$ cat src/hdl/dlupd_pkg.sv
package dlupd_pkg;
   localparam int          NCH          = 8;
   localparam int          DW           = 12;
   localparam int          AW           = 5;
   localparam int          CLK_MHZ      = 10;
   // Device register addresses on the parallel port
   localparam logic [4:0]  A_CFG        = 5'h00;
   localparam logic [4:0]  A_MON        = 5'h01;
   localparam logic [4:0]  A_CH0        = 5'h08;
   // Configuration word fields
   localparam int          B_SOFT_LOAD  = 10;
   localparam int          B_PD_A       = 8;
   localparam int          B_PD_B       = 7;
   localparam int          B_CORR_EN    = 6;
   localparam int          B_GBF        = 5;
   // Power-on values of data register and latch, by reset_value_select, and the monitor-off selection
   localparam logic [11:0] RST_VAL_LO   = 12'h000;
   localparam logic [11:0] RST_VAL_HI   = 12'h800;
   localparam logic [11:0] MON_OFF      = 12'h000;
   // Timing
   localparam int          REC_US       = 200;
   localparam int          REC_CYC      = REC_US * CLK_MHZ;
   localparam int          CAL_CYC      = 16;
   localparam int          BOOT_CYC     = 3;
   localparam int          CS_LOW_CYC   = 8;
   localparam int          LOAD_STROBE_N_LOW_CYC = 4;
   // Host register byte addresses on AXI4-Lite
   localparam logic [3:0]  H_CMD        = 4'h0;
   localparam logic [3:0]  H_PINS       = 4'h4;
   localparam int          B_PIN_LOAD_STROBE_N   = 0;
   localparam int          B_PIN_CLR    = 1;
   localparam int          B_PIN_RST    = 2;
   localparam int          B_PIN_RSEL   = 3;
   localparam logic [3:0]  H_STAT       = 4'h8;
   localparam logic [3:0]  H_PULSE      = 4'hc;
   localparam int          C_ADDR_LSB   = 16;
   localparam int          C_READ       = 24;
   localparam logic [31:0] PINS_RST     = 32'h0000_000f;
   localparam logic [1:0]  RESP_OK      = 2'b00;
   localparam logic [1:0]  RESP_SLVERR  = 2'b10;
endpackage

$ cat src/hdl/dlupd_if.sv
`timescale 1ns/1ns
interface dlupd_if;
   import dlupd_pkg::*;
   // Parallel port, host driven except rdata
   logic          cs_n;
   logic          rw;
   logic [AW-1:0] addr;
   logic [DW-1:0] wdata;
   logic [DW-1:0] rdata;
   // Strobes and straps, host driven
   logic          load_strobe_n;
   logic          clear_n;
   logic          rst_n;
   logic          reset_value_select;
   // Open-drain busy and tri-state monitor
   logic          busy_o;
   logic          busy_oe_n;
   logic          busy;
   logic          monitor_oe_n;
   logic [DW-1:0] monitor_sel;
   logic          monitor_active;

   // Busy line has a pull-up; enable low means the device pulls it
   assign busy           = busy_oe_n ? 1'b1 : busy_o;
   assign monitor_active = ~monitor_oe_n;

   modport dev (input cs_n, rw, addr, wdata, load_strobe_n, clear_n, rst_n,
                input reset_value_select,
                output rdata, busy_o, busy_oe_n, monitor_oe_n, monitor_sel);
   modport host (output cs_n, rw, addr, wdata, load_strobe_n, clear_n, rst_n,
                 output reset_value_select,
                 input rdata, busy, monitor_active);
endinterface

$ cat src/hdl/dlupd_sync.sv
`timescale 1ns/1ns
module dlupd_sync #(
   parameter int          W   = 1,
   parameter logic [W-1:0] INI = '0
) (
   // Clock and reset
   input  wire logic         aclk,
   input  wire logic         aresetn,
   // Pins in, synchronised out
   input  wire logic [W-1:0] d,
   output      logic [W-1:0] q
);
   logic [W-1:0] meta;

   always_ff @(posedge aclk) begin
      if (!aresetn) begin
         meta <= INI;
         q    <= INI;
      end else begin
         meta <= d;
         q    <= meta;
      end
   end
endmodule

$ cat src/hdl/dlupd_device.sv
`timescale 1ns/1ns
// Operation
// - Update mode fixed once at power-on
// - Host straps load strobe low or high
// - Reload only channels written since last load
// - Loaded latch drives output at once
// - Async mode ignores soft load and strobe
// - Async, no correction: load on chip-select rise
// - Async, correction: load per channel on engine write
// - Sync, no correction: event loads all pending
// - Sync, correction idle: event loads all pending
// - Sync, engine busy: defer load until idle
// - Sync, no event: latches stay unchanged
// - Host waits t15/t18 before strobe pulse, t15 only before soft load
// - Monitor selection routes chosen node out
// - Monitor disabled means high-impedance output
// - Host enables one monitor per shared line
// - Powered-down group grounded, buffer high-impedance
// - Bus stays usable while powered down
// - Group recovers within 200 us of clear
// - Initialization pin levels latched at power-on
// - Busy flag and busy pin while correcting
// - Strobe pulses ignored while clear held low
module dlupd_device
   import dlupd_pkg::*;
(
   // Clock and reset
   input  wire logic                aclk,
   input  wire logic                aresetn,
   // Device pins
   dlupd_if.dev                     pins,
   // Channel outputs
   output      logic [NCH-1:0][DW-1:0] ch_level,
   output      logic [NCH-1:0]      ch_hiz,
   output      logic [NCH-1:0]      ch_gnd,
   output      logic                async_mode
);
   import dlupd_pkg::*;

   typedef struct packed {
      logic [1:0]             boot;
      logic                   booted;
      logic                   async_m;
      logic [DW-1:0]          rst_val;
      logic                   cs_q;
      logic                   ld_q;
      logic [AW-1:0]          addr;
      logic [DW-1:0]          wdata;
      logic                   pd_a;
      logic                   pd_b;
      logic                   corr_en;
      logic [DW-1:0]          mon;
      logic [NCH-1:0][DW-1:0] inreg;
      logic [NCH-1:0][DW-1:0] dreg;
      logic [NCH-1:0][DW-1:0] latch;
      logic [NCH-1:0]         pend;
      logic [NCH-1:0]         cpend;
      logic                   eng_run;
      logic [2:0]             eng_ch;
      logic [7:0]             eng_cnt;
      logic                   defer;
      logic [1:0][11:0]       rec_cnt;
      logic [DW-1:0]          rdata;
      logic [NCH-1:0]         hiz;
      logic [NCH-1:0]         gnd;
      logic                   busy_oe_n;
   } dlupd_dev_t;

   dlupd_dev_t st;
   dlupd_dev_t next_st;

   logic          s_cs_n;
   logic          s_rw;
   logic [AW-1:0] s_addr;
   logic [DW-1:0] s_wdata;
   logic          s_ld_n;
   logic          s_clr_n;
   logic          s_rst_n;
   logic          s_rsel;

   // Every pin crosses two flops; bus bits are stable long before the cs edge
   dlupd_sync #(.W(23), .INI(23'h7c_0000)) u_sync (
      .aclk    (aclk),
      .aresetn (aresetn),
      .d       ({pins.cs_n, pins.load_strobe_n, pins.clear_n, pins.rst_n,
                 pins.rw, pins.reset_value_select, pins.addr, pins.wdata}),
      .q       ({s_cs_n, s_ld_n, s_clr_n, s_rst_n, s_rw, s_rsel, s_addr, s_wdata})
   );

   function automatic logic is_ch(input logic [AW-1:0] a);
      return a[AW-1:3] == A_CH0[AW-1:3];
   endfunction

   logic          commit;
   logic          cfg_wr;
   logic          ev;
   logic          global_busy_flag;
   logic          load_all;
   logic          eng_done;
   logic [NCH-1:0] wr_ch;
   logic [NCH-1:0] loaded;
   logic [1:0]    pd;

   always_comb begin
      next_st  = st;
      commit   = st.booted && s_rst_n && !st.cs_q && s_cs_n && !s_rw;
      cfg_wr   = commit && st.addr == A_CFG;
      global_busy_flag      = st.eng_run || (|st.cpend);
      ev       = !st.async_m && st.booted &&
                 ((st.ld_q && !s_ld_n && s_clr_n) ||
                  (cfg_wr && st.wdata[B_SOFT_LOAD]));
      load_all = !st.async_m && (ev || st.defer) && !global_busy_flag;
      eng_done = st.eng_run && st.eng_cnt == 8'(CAL_CYC - 1);
      wr_ch    = '0;
      loaded   = '0;
      next_st.cs_q = s_cs_n;
      next_st.ld_q = s_ld_n;

      // Straps are caught once, after the synchronisers have filled
      if (!st.booted) begin
         next_st.boot = st.boot + 2'd1;
         if (st.boot == 2'(BOOT_CYC - 1)) begin
            next_st.booted  = 1'b1;
            next_st.async_m = !s_ld_n;
            next_st.rst_val = s_rsel ? RST_VAL_HI : RST_VAL_LO;
            for (int i = 0; i < NCH; i++) begin
               next_st.dreg[i]  = s_rsel ? RST_VAL_HI : RST_VAL_LO;
               next_st.latch[i] = s_rsel ? RST_VAL_HI : RST_VAL_LO;
            end
         end
      end

      // Bus is decoded regardless of power-down state
      if (!s_cs_n) begin
         next_st.addr  = s_addr;
         next_st.wdata = s_wdata;
         if (s_rw) begin
            if (s_addr == A_CFG) begin
               next_st.rdata = '0;
               next_st.rdata[B_PD_A]    = st.pd_a;
               next_st.rdata[B_PD_B]    = st.pd_b;
               next_st.rdata[B_CORR_EN] = st.corr_en;
               next_st.rdata[B_GBF]     = global_busy_flag;
            end else if (s_addr == A_MON) begin
               next_st.rdata = st.mon;
            end else if (is_ch(s_addr)) begin
               next_st.rdata = st.dreg[s_addr[2:0]];
            end else begin
               next_st.rdata = '0;
            end
         end
      end

      if (cfg_wr) begin
         next_st.pd_a    = st.wdata[B_PD_A];
         next_st.pd_b    = st.wdata[B_PD_B];
         next_st.corr_en = st.wdata[B_CORR_EN];
      end
      if (commit && st.addr == A_MON) begin
         next_st.mon = st.wdata;
      end

      // Sync-mode group load uses the old data registers
      if (ev && global_busy_flag) begin
         next_st.defer = 1'b1;
      end
      if (load_all) begin
         next_st.defer = 1'b0;
         loaded        = st.pend;
         for (int i = 0; i < NCH; i++) begin
            if (st.pend[i]) begin
               next_st.latch[i] = st.dreg[i];
            end
         end
      end

      if (commit && is_ch(st.addr)) begin
         wr_ch[st.addr[2:0]] = 1'b1;
         if (st.corr_en) begin
            next_st.inreg[st.addr[2:0]] = st.wdata;
         end else begin
            next_st.dreg[st.addr[2:0]] = st.wdata;
            if (st.async_m) begin
               next_st.latch[st.addr[2:0]] = st.wdata;
               loaded[st.addr[2:0]]        = 1'b1;
            end
         end
      end

      // Correction engine works one channel at a time
      if (eng_done) begin
         next_st.eng_run            = 1'b0;
         next_st.dreg[st.eng_ch]    = st.inreg[st.eng_ch];
         if (st.async_m) begin
            next_st.latch[st.eng_ch] = st.inreg[st.eng_ch];
         end
      end else if (st.eng_run) begin
         next_st.eng_cnt = st.eng_cnt + 8'd1;
      end else begin
         for (int i = NCH - 1; i >= 0; i--) begin
            if (st.cpend[i]) begin
               next_st.eng_ch = 3'(i);
            end
         end
         next_st.eng_run = |st.cpend;
         next_st.eng_cnt = '0;
      end

      // Set beats clear in cpend; in pend, a load clears a write of the same cycle
      next_st.cpend = (st.cpend & ~((eng_done && !st.eng_run) ? '0 :
                      (NCH'(eng_done) << st.eng_ch))) | (st.corr_en ? wr_ch : '0);
      next_st.pend  = ((st.pend & ~loaded) |
                      (st.corr_en ? '0 : (wr_ch & ~loaded)) |
                      ((eng_done && !st.async_m) ? NCH'(1) << st.eng_ch : '0));

      // Group power-down and timed recovery
      pd = {st.pd_b, st.pd_a};
      for (int g = 0; g < 2; g++) begin
         if (pd[g]) begin
            next_st.rec_cnt[g] = 12'(REC_CYC - 1);
         end else if (st.rec_cnt[g] != '0) begin
            next_st.rec_cnt[g] = st.rec_cnt[g] - 12'd1;
         end
      end
      for (int i = 0; i < NCH; i++) begin
         next_st.hiz[i] = pd[i / 4] || st.rec_cnt[i / 4] != '0;
         next_st.gnd[i] = next_st.hiz[i] || !s_clr_n;
      end
      next_st.busy_oe_n = !(next_st.eng_run || (|next_st.cpend));

      // Hardware reset pin restores strapped values and blocks bus writes
      if (!s_rst_n && st.booted) begin
         next_st.inreg   = '0;
         next_st.pend    = '0;
         next_st.cpend   = '0;
         next_st.eng_run = 1'b0;
         next_st.defer   = 1'b0;
         for (int i = 0; i < NCH; i++) begin
            next_st.dreg[i]  = st.rst_val;
            next_st.latch[i] = st.rst_val;
         end
      end
   end

   always_ff @(posedge aclk) begin
      if (!aresetn) begin
         st           <= '0;
         st.cs_q      <= 1'b1;
         st.ld_q      <= 1'b1;
         st.hiz       <= '1;
         st.gnd       <= '1;
         st.busy_oe_n <= 1'b1;
      end else begin
         st <= next_st;
      end
   end

   assign ch_level          = st.latch;
   assign ch_hiz            = st.hiz;
   assign ch_gnd            = st.gnd;
   assign async_mode        = st.async_m;
   assign pins.rdata        = st.rdata;
   assign pins.busy_o       = st.boot[1] & 1'b0;
   assign pins.busy_oe_n    = st.busy_oe_n;
   // Only one device per shared line should have a nonzero selection
   assign pins.monitor_oe_n = st.mon == MON_OFF;
   assign pins.monitor_sel  = st.mon;
endmodule

$ cat src/flat_wrapper.sv
// flat-port wrapper written by rule: the top's interface ports become plain ports
module dlupd_device_flat import dlupd_pkg::*;
  (aclk, aresetn, ch_level, ch_hiz, ch_gnd, async_mode, pins_cs_n, pins_rw, pins_addr, pins_wdata, pins_load_strobe_n, pins_clear_n, pins_rst_n, pins_reset_value_select, pins_rdata, pins_busy_o, pins_busy_oe_n, pins_monitor_oe_n, pins_monitor_sel);
  dlupd_if pins_i ();
  input  wire logic aclk;
  input  wire logic aresetn;
  output      logic [NCH-1:0][DW-1:0] ch_level;
  output      logic [NCH-1:0] ch_hiz;
  output      logic [NCH-1:0] ch_gnd;
  output      logic async_mode;
  input wire logic [$bits(pins_i.cs_n)-1:0] pins_cs_n;
  input wire logic [$bits(pins_i.rw)-1:0] pins_rw;
  input wire logic [$bits(pins_i.addr)-1:0] pins_addr;
  input wire logic [$bits(pins_i.wdata)-1:0] pins_wdata;
  input wire logic [$bits(pins_i.load_strobe_n)-1:0] pins_load_strobe_n;
  input wire logic [$bits(pins_i.clear_n)-1:0] pins_clear_n;
  input wire logic [$bits(pins_i.rst_n)-1:0] pins_rst_n;
  input wire logic [$bits(pins_i.reset_value_select)-1:0] pins_reset_value_select;
  output wire logic [$bits(pins_i.rdata)-1:0] pins_rdata;
  output wire logic [$bits(pins_i.busy_o)-1:0] pins_busy_o;
  output wire logic [$bits(pins_i.busy_oe_n)-1:0] pins_busy_oe_n;
  output wire logic [$bits(pins_i.monitor_oe_n)-1:0] pins_monitor_oe_n;
  output wire logic [$bits(pins_i.monitor_sel)-1:0] pins_monitor_sel;
  assign pins_i.cs_n = pins_cs_n;
  assign pins_i.rw = pins_rw;
  assign pins_i.addr = pins_addr;
  assign pins_i.wdata = pins_wdata;
  assign pins_i.load_strobe_n = pins_load_strobe_n;
  assign pins_i.clear_n = pins_clear_n;
  assign pins_i.rst_n = pins_rst_n;
  assign pins_i.reset_value_select = pins_reset_value_select;
  assign pins_rdata = pins_i.rdata;
  assign pins_busy_o = pins_i.busy_o;
  assign pins_busy_oe_n = pins_i.busy_oe_n;
  assign pins_monitor_oe_n = pins_i.monitor_oe_n;
  assign pins_monitor_sel = pins_i.monitor_sel;
  dlupd_device u_core (.aclk(aclk), .aresetn(aresetn), .pins(pins_i), .ch_level(ch_level), .ch_hiz(ch_hiz), .ch_gnd(ch_gnd), .async_mode(async_mode));
endmodule
$ cat config.mk
export PLATFORM = sky130hd
export DESIGN_NAME = dlupd_device_flat
export DESIGN_NICKNAME = d
export VERILOG_FILES = /design/src/hdl/dlupd_pkg.sv /design/src/hdl/dlupd_if.sv /design/src/hdl/dlupd_sync.sv /design/src/hdl/dlupd_device.sv /design/src/flat_wrapper.sv
export SDC_FILE = /design/constraint.sdc
export NUM_CORES = 1
export LEC_CHECK = 0
export ABC_CLOCK_PERIOD_IN_PS = 4650
export BUFFER_PORTS_ARGS = -buffer_cell sky130_fd_sc_hd__buf_2
export CAP_MARGIN = 20
export CELL_PAD_IN_SITES_DETAIL_PLACEMENT = 1
export CELL_PAD_IN_SITES_GLOBAL_PLACEMENT = 2
export CORE_MARGIN = 2
export CORE_UTILIZATION = 40
export CTS_CLUSTER_SIZE = 30
export DETAILED_ROUTE_END_ITERATION = 12
export HOLD_SLACK_MARGIN = 0.12
export PLACE_DENSITY = 0.82
export SLEW_MARGIN = 20
export SYNTH_ARGS = -nofsm -noshare
export SYNTH_HDL_FRONTEND = slang
export SYNTH_SLANG_ARGS = --single-unit
$ cat constraint.sdc
create_clock -name aclk -period 4.65 [get_ports aclk]
set_clock_uncertainty 0.05 [all_clocks]
set_input_delay 0.93 -clock aclk [delete_from_list [all_inputs] [get_ports aclk]]
set_output_delay 0.93 -clock aclk [all_outputs]
set_load 0.1 [all_outputs]
* Word level (Yosys, flattened, before mapping)
Cells that the tools add are included.
** Word-level totals
- Bits in latches :: 0
- RAM bits :: 0
- Memories :: 0
- ROM bits :: 0
- Input bits :: 25
- Register bits :: 460
** Cells by class
- $mul :: 0
- Multiplexer cells :: 62
- Reduce and logical (&&, ||, !) cells :: 56
- Magnitude comparators :: 5
- Div/mod/pow operators :: 0
- Equality and inequality tests :: 6
- Bitwise gates (word level) :: 14
- Shift operators :: 2
- Add/sub/neg operators :: 4
** Operators by type and width (count)
- 192-bit two-way mux :: 5
- 96-bit bitwise mux :: 5
- 96-bit two-way mux :: 3
- 209-bit two-way mux :: 1
- 12-bit two-way mux :: 16
- 8-bit two-way mux :: 10
- 12-bit binary-select mux with 3-bit select :: 2
- 12-bit demux with 3-bit select :: 2
- 11-bit two-way mux :: 4
- 8-bit bitwise OR :: 4
- 14-bit two-way mux :: 2
- 8-bit AND :: 3
- 3-bit two-way mux :: 8
- 12-bit nonzero test :: 2
- 12-bit by 1-bit subtractor with 12-bit output, second input constant :: 2
- 1-bit logical AND :: 21
- 8-bit NOT :: 2
- 8-bit OR reduction :: 2
- 12-bit zero test :: 1
- 3-bit by 4-bit less-than comparator with 1-bit output, second input constant :: 3
- 5-bit by 1-bit == test with 1-bit output, second input constant :: 2
- 5-bit zero test :: 2
- 1-bit zero test :: 9
- 8-bit by 1-bit adder with 8-bit output, second input constant :: 1
- 18 further kinds :: 37

* Longest topological paths before layout
- Depth in word-level cells :: 22
- Gate-level depth with buffers :: 9
- Gate-level depth less buffers :: 7

* Modules after synthesis
A second synthesis with hierarchy kept.
** Second synthesis, totals
- Cells, all modules :: 2591
- Area total of the unflattened synthesis :: 21649.5 um2
** Modules (own cells, without submodules)
- dlupd_device :: cells an instance 2495, area each 20413.3 um2, instances 1
- dlupd_sync :: cells an instance 96, area each 1236.2 um2, instances 1

* Least setup slack after synthesis
OpenSTA, ideal clock, no wires.
- Path kind :: flip-flop to flip-flop
- From :: register u_core.st (netlist bit u_core.async_mode)
- To :: register u_core.st (netlist bit u_core.ch_level[86])
- Data arrival time :: 2.529 ns
- Library setup time :: 0.149 ns
- Required time :: 4.451 ns
- Stages on the path, launching flop included :: 7
- Setup slack :: 1.922 ns
- Clock period less this slack :: 2.728 ns
- Path through :: dfxtp_1 -> clkinv_1 -> nor4_2 -> buf_2 -> nand2_1 -> o221ai_1 -> a31oi_1
** On the way
- Cells in the longest elaborated chain, start to end :: 15
** RTL lines
- from (decl) :: line dlupd_device.sv:69 : dlupd_dev_t st;
- from (signal assigned) :: line dlupd_device.sv:254 : st <= next_st;
- 1-bit zero test :: line dlupd_device.sv:109, dlupd_device.sv:112
- 1-bit logical AND (2 in a row) :: line dlupd_device.sv:109 : ev = !st.async_m && st.booted &&
- 1-bit logical OR :: line dlupd_device.sv:112 : load_all = !st.async_m && (ev || st.defer) && !global_busy_flag;
- 1-bit logical AND (2 in a row) :: line dlupd_device.sv:112
- 96-bit two-way mux :: line dlupd_device.sv:167 : if (load_all) begin
- 96-bit bitwise mux :: line dlupd_device.sv:184 : next_st.latch[st.addr[2:0]] = st.wdata;
- 96-bit two-way mux :: line dlupd_device.sv:183 : if (st.async_m) begin
- 192-bit two-way mux :: line dlupd_device.sv:179 : if (st.corr_en) begin
- 192-bit two-way mux :: line dlupd_device.sv:177 : if (commit && is_ch(st.addr)) begin
- 96-bit bitwise mux :: line dlupd_device.sv:195 : next_st.latch[st.eng_ch] = st.inreg[st.eng_ch];
- 96-bit two-way mux :: line dlupd_device.sv:194 : if (st.async_m) begin
- 192-bit two-way mux * :: line dlupd_device.sv:191 : if (eng_done) begin
- 209-bit two-way mux * :: line dlupd_device.sv:232 : if (!s_rst_n && st.booted) begin
Mark *: on every way between the ends. The rest lies on a longest branch, timed or not.
A chain may end at the register's enable or synchronous reset.

* Worst setup path in the final report
- From :: register u_core.st[54] (netlist bit)
- To :: register u_core.st (netlist bit u_core.ch_level[53])
** On the way
- Cells in the longest elaborated chain, start to end :: 4
** RTL lines
- 8-bit by 4-bit == test with 1-bit output :: line dlupd_device.sv:113 : eng_done = st.eng_run && st.eng_cnt == 8'(CAL_CYC - 1);
- 1-bit logical AND :: line dlupd_device.sv:113
- 192-bit two-way mux :: line dlupd_device.sv:191
- 209-bit two-way mux :: line dlupd_device.sv:232
No other way between the ends.

==> results.sh <==
export IMPL_clk_path_buf_depth=3
export IMPL_grt_max_degree=91
export IMPL_yosysTopAreaCellShare=0.400
export IMPL_relSlewSlack=0.266
export IMPL_crit_path_end_kind="register"
export IMPL_htreeDepth=2
export IMPL_crit_path_start_kind="register"
export IMPL_die_x_um=239
export IMPL_synth_top_area_cell="dfxtp_1"
export IMPL_holdCritPathClass="reg -> reg"
export IMPL_seq_area_sq_um=8870
export IMPL_fp_dieH_um=239
export IMPL_ctsHoldBuffers=0
export IMPL_area_growth_pct=10.3
export IMPL_postRouteAntennaNets=0
export IMPL_r2r_end="u_core.ch_level[53]"
export IMPL_synth_simple_area_share=0.198
export IMPL_synth_seq_area_share=0.400
export IMPL_antenna_found_initial=5
export IMPL_muxShareOfSynthArea=0.112
export IMPL_wl_per_cell_um=29.9
export IMPL_root_buffer="clkbuf_16"
export IMPL_async_flop_share=0
export IMPL_clock_latency_ns=0.61
export IMPL_worst_r2r_startpoint="u_core.st[54]"
export IMPL_setup_viol=0
export IMPL_fill_cells=6338
export IMPL_required_ns=5.13
export IMPL_syn_area_sq_um=22200
export IMPL_ys_ff_latch=443
export IMPL_fin_nets=2515
export IMPL_clkTransAtPathRegs_ns=0.06
export IMPL_place_ws_ns=1.29
export IMPL_synth_top_family_by_area="simple AND/OR/NAND/NOR gates"
export IMPL_worst_path_max_fanout=15
export IMPL_viasPerCell=6.52
export IMPL_syn_area_per_cell_sq_um=8.66
export IMPL_cts_tree="done"
export IMPL_fin_crit_sh=0.726
export IMPL_synth_edf_count=0
export IMPL_crit_arrival_ns=3.86
export IMPL_rsz0062_at_grt="false"
export IMPL_synthFlopType="dfxtp_1"
export IMPL_synth_xor_area_frac=0.00712
export IMPL_holdWs_ns=0.387
export IMPL_ys_types=80
export IMPL_grt_total_usage=0.331
export IMPL_min_period_ns=3.38
export IMPL_fin_ws_ns=1.27
export IMPL_fin_tns_setup_ns=0
export IMPL_hold_path_depth=1
export IMPL_hold_path_startpoint="u_core.u_sync.meta[15]"
export IMPL_drc=0
export IMPL_yosys_warnings=0
export IMPL_postCtsSetupRepairBufs=0
export IMPL_ir_worst_vdd_mv=0.331
export IMPL_synth_cells=2559
export IMPL_core_area_sq_um=54900
export IMPL_synthAdderAreaFrac=0.00226
export IMPL_place_congestion=1.02
export IMPL_clock_sinks=443
export IMPL_grt_pass1_wl_um=140000
export IMPL_first_iter_violations=2456
export IMPL_dr_pass1_iters=7
export IMPL_maxCapViolations=0
export IMPL_grt_pass1_vias=20500
export IMPL_hpwl_um=66800
export IMPL_num_rows=86
export IMPL_reg2reg_slack_ns=1.27
export IMPL_overflow=0
export IMPL_vias=21100
export IMPL_multi_input_area_sq_um=11300
export IMPL_finalMaxSlewViolations=0
export IMPL_r2r_cells=6
export IMPL_portBuffers=163
export IMPL_fmax_mhz=296
export IMPL_worstMarginPinSlew_ns=1.10
export IMPL_synth_area_leaders="dfxtp_1, mux2i_1, nor2_1"
export IMPL_leakage_nw=8.53
export IMPL_synth_compound_area_frac=0.186
export IMPL_wirelength_um=96700
export IMPL_hold_violations=0
export IMPL_ioPinCount=165
export IMPL_synth_nets=2588
export IMPL_cts_made_buffers=51
export IMPL_cts_resized=0
export IMPL_powerDensity_nw_per_um2=405
export IMPL_start_util=0.404
export IMPL_holdPathEnd="u_core.u_sync.q[15]"
export IMPL_critPathKind="reg -> reg"
export IMPL_final_layout_size_suffix_gt1_frac=0.167
export IMPL_die_area_sq_um=57300
export IMPL_status="finished, final reports clean"
## sequential cells by signal, summed over array words and instances, names as in the netlist
register / cells
u_core.ch_hiz: 2
u_core.pins.monitor_sel: 12
u_core.u_sync.q: 23
u_core.pins.busy_oe_n: 1
u_core.u_sync.meta: 23
u_core.ch_gnd: 2
u_core.ch_level: 96
u_core.pins.rdata: 12
u_core.st: 269
u_core.async_mode: 1
u_core.pd: 2
## worst max-delay path by stage
| stage | end | depth (start not counted) | slack [ns] | start |
|---|---|---|---|---|
| 2_1_floorplan | u_core.ch_level[86] | 6 | 1.92 | u_core.async_mode |
| 3_3_place_gp | u_core.ch_level[51] | 6 | 1.33 | aresetn |
| 5_1_grt | u_core.ch_level[53] | 6 | 1.13 | u_core.st[54] |
| 6_report | u_core.ch_level[53] | 6 | 1.27 | u_core.st[54] |
| 3_5_place_dp | u_core.ch_level[58] | 6 | 1.29 | aresetn |
| 4_1_cts | u_core.ch_level[58] | 6 | 1.31 | u_core.st[54] |
## layer usage
metal	routed length (um)	GRT usage
met3	8720	0.0682
met4	5620	0.175
met2	41700	0.497
met5	7	0
met1	40700	0.446
## area by class of cell
cell class,instances,share of cell area
multi-input cells,1710,0.464
flip-flops and latches,443,0.363
clock buffers,77,0.0633
repair buffers,245,0.0591
clock inverters,13,0.00901
well taps,704,0.0360
diodes,4,0.000410
inverters,35,0.00538
## cell usage after synthesis (9+ instances only)
| cell | number |
|---|---|
| and2_1 | 73 |
| nor2_1 | 319 |
| nand2_1 | 179 |
| a22oi_1 | 11 |
| buf_4 | 140 |
| buf_2 | 23 |
| a311oi_1 | 76 |
| mux2i_1 | 129 |
| a221oi_1 | 14 |
| a21oi_1 | 154 |
| clkinv_1 | 10 |
| a31oi_1 | 72 |
| o22ai_1 | 13 |
| or4_1 | 13 |
| o21ai_0 | 39 |
| nand4_1 | 27 |
| o311ai_0 | 43 |
| o31ai_1 | 9 |
| o2bb2ai_1 | 10 |
| nor4_1 | 16 |
| xnor2_1 | 11 |
| nor3b_1 | 9 |
| clkbuf_1 | 181 |
| nand2b_1 | 24 |
| nand3b_1 | 10 |
| o221ai_1 | 16 |
| inv_1 | 25 |
| nor2b_1 | 11 |
| dfxtp_1 | 443 |
| or3_1 | 10 |
| buf_1 | 26 |
| nand3_1 | 130 |
| a211oi_1 | 61 |
| mux2_2 | 10 |
| mux4_2 | 48 |
| nor3_1 | 52 |
## kinds of logic after synthesis
| kind of cell | count (synthesis) |
|---|---|
| compound gates | 588 |
| xor+xnor | 18 |
| fa+ha+maj | 4 |
| buf+inv | 406 |
| flops | 443 |
| mux | 187 |
| other cells | 1 |
| simple gates | 912 |
## layout by cell type, fill, tap and decap left out, types with 61 or more instances in the layout
cell type,instances
a211oi_1,61
a21oi_1,153
a311oi_1,76
a31oi_1,72
and2_1,73
buf_2,163
buf_4,81
dfxtp_1,440
mux2i_1,129
nand2_1,179
nand3_1,130
nor2_1,318
## power by group
group,switching [mW],internal [mW]
Combinational,1.15,0.401
Clock,1.70,2.61
Sequential,0.121,3.92
Total,2.97,6.93
## worst max-delay path, cell delays in order, from the launching register on
cell and delay, ns:
dfxtp_1 0.40, ha_1 0.24, and3_1 0.54, nand4_1 0.46, nor2_1 0.95, nor2_1 0.43, a31oi_1 0.23
## per-stage QoR
| stage | instances | instance area (sq um) | power [mW] | util |
|---|---|---|---|---|
| final | 3231 | 24400 | 9.90 | 0.445 |
| after global routing | 3227 | 24400 | 10.2 | 0.445 |
| after detailed placement | 3137 | 22600 | 5.66 | 0.413 |
| after CTS | 3227 | 24400 | 9.92 | 0.445 |
| after global placement | 3137 | 22600 | 5.61 | 0.412 |
| after floorplan | 2559 | 22200 | 5.38 | - |
Power figures use the tool's default switching activity.
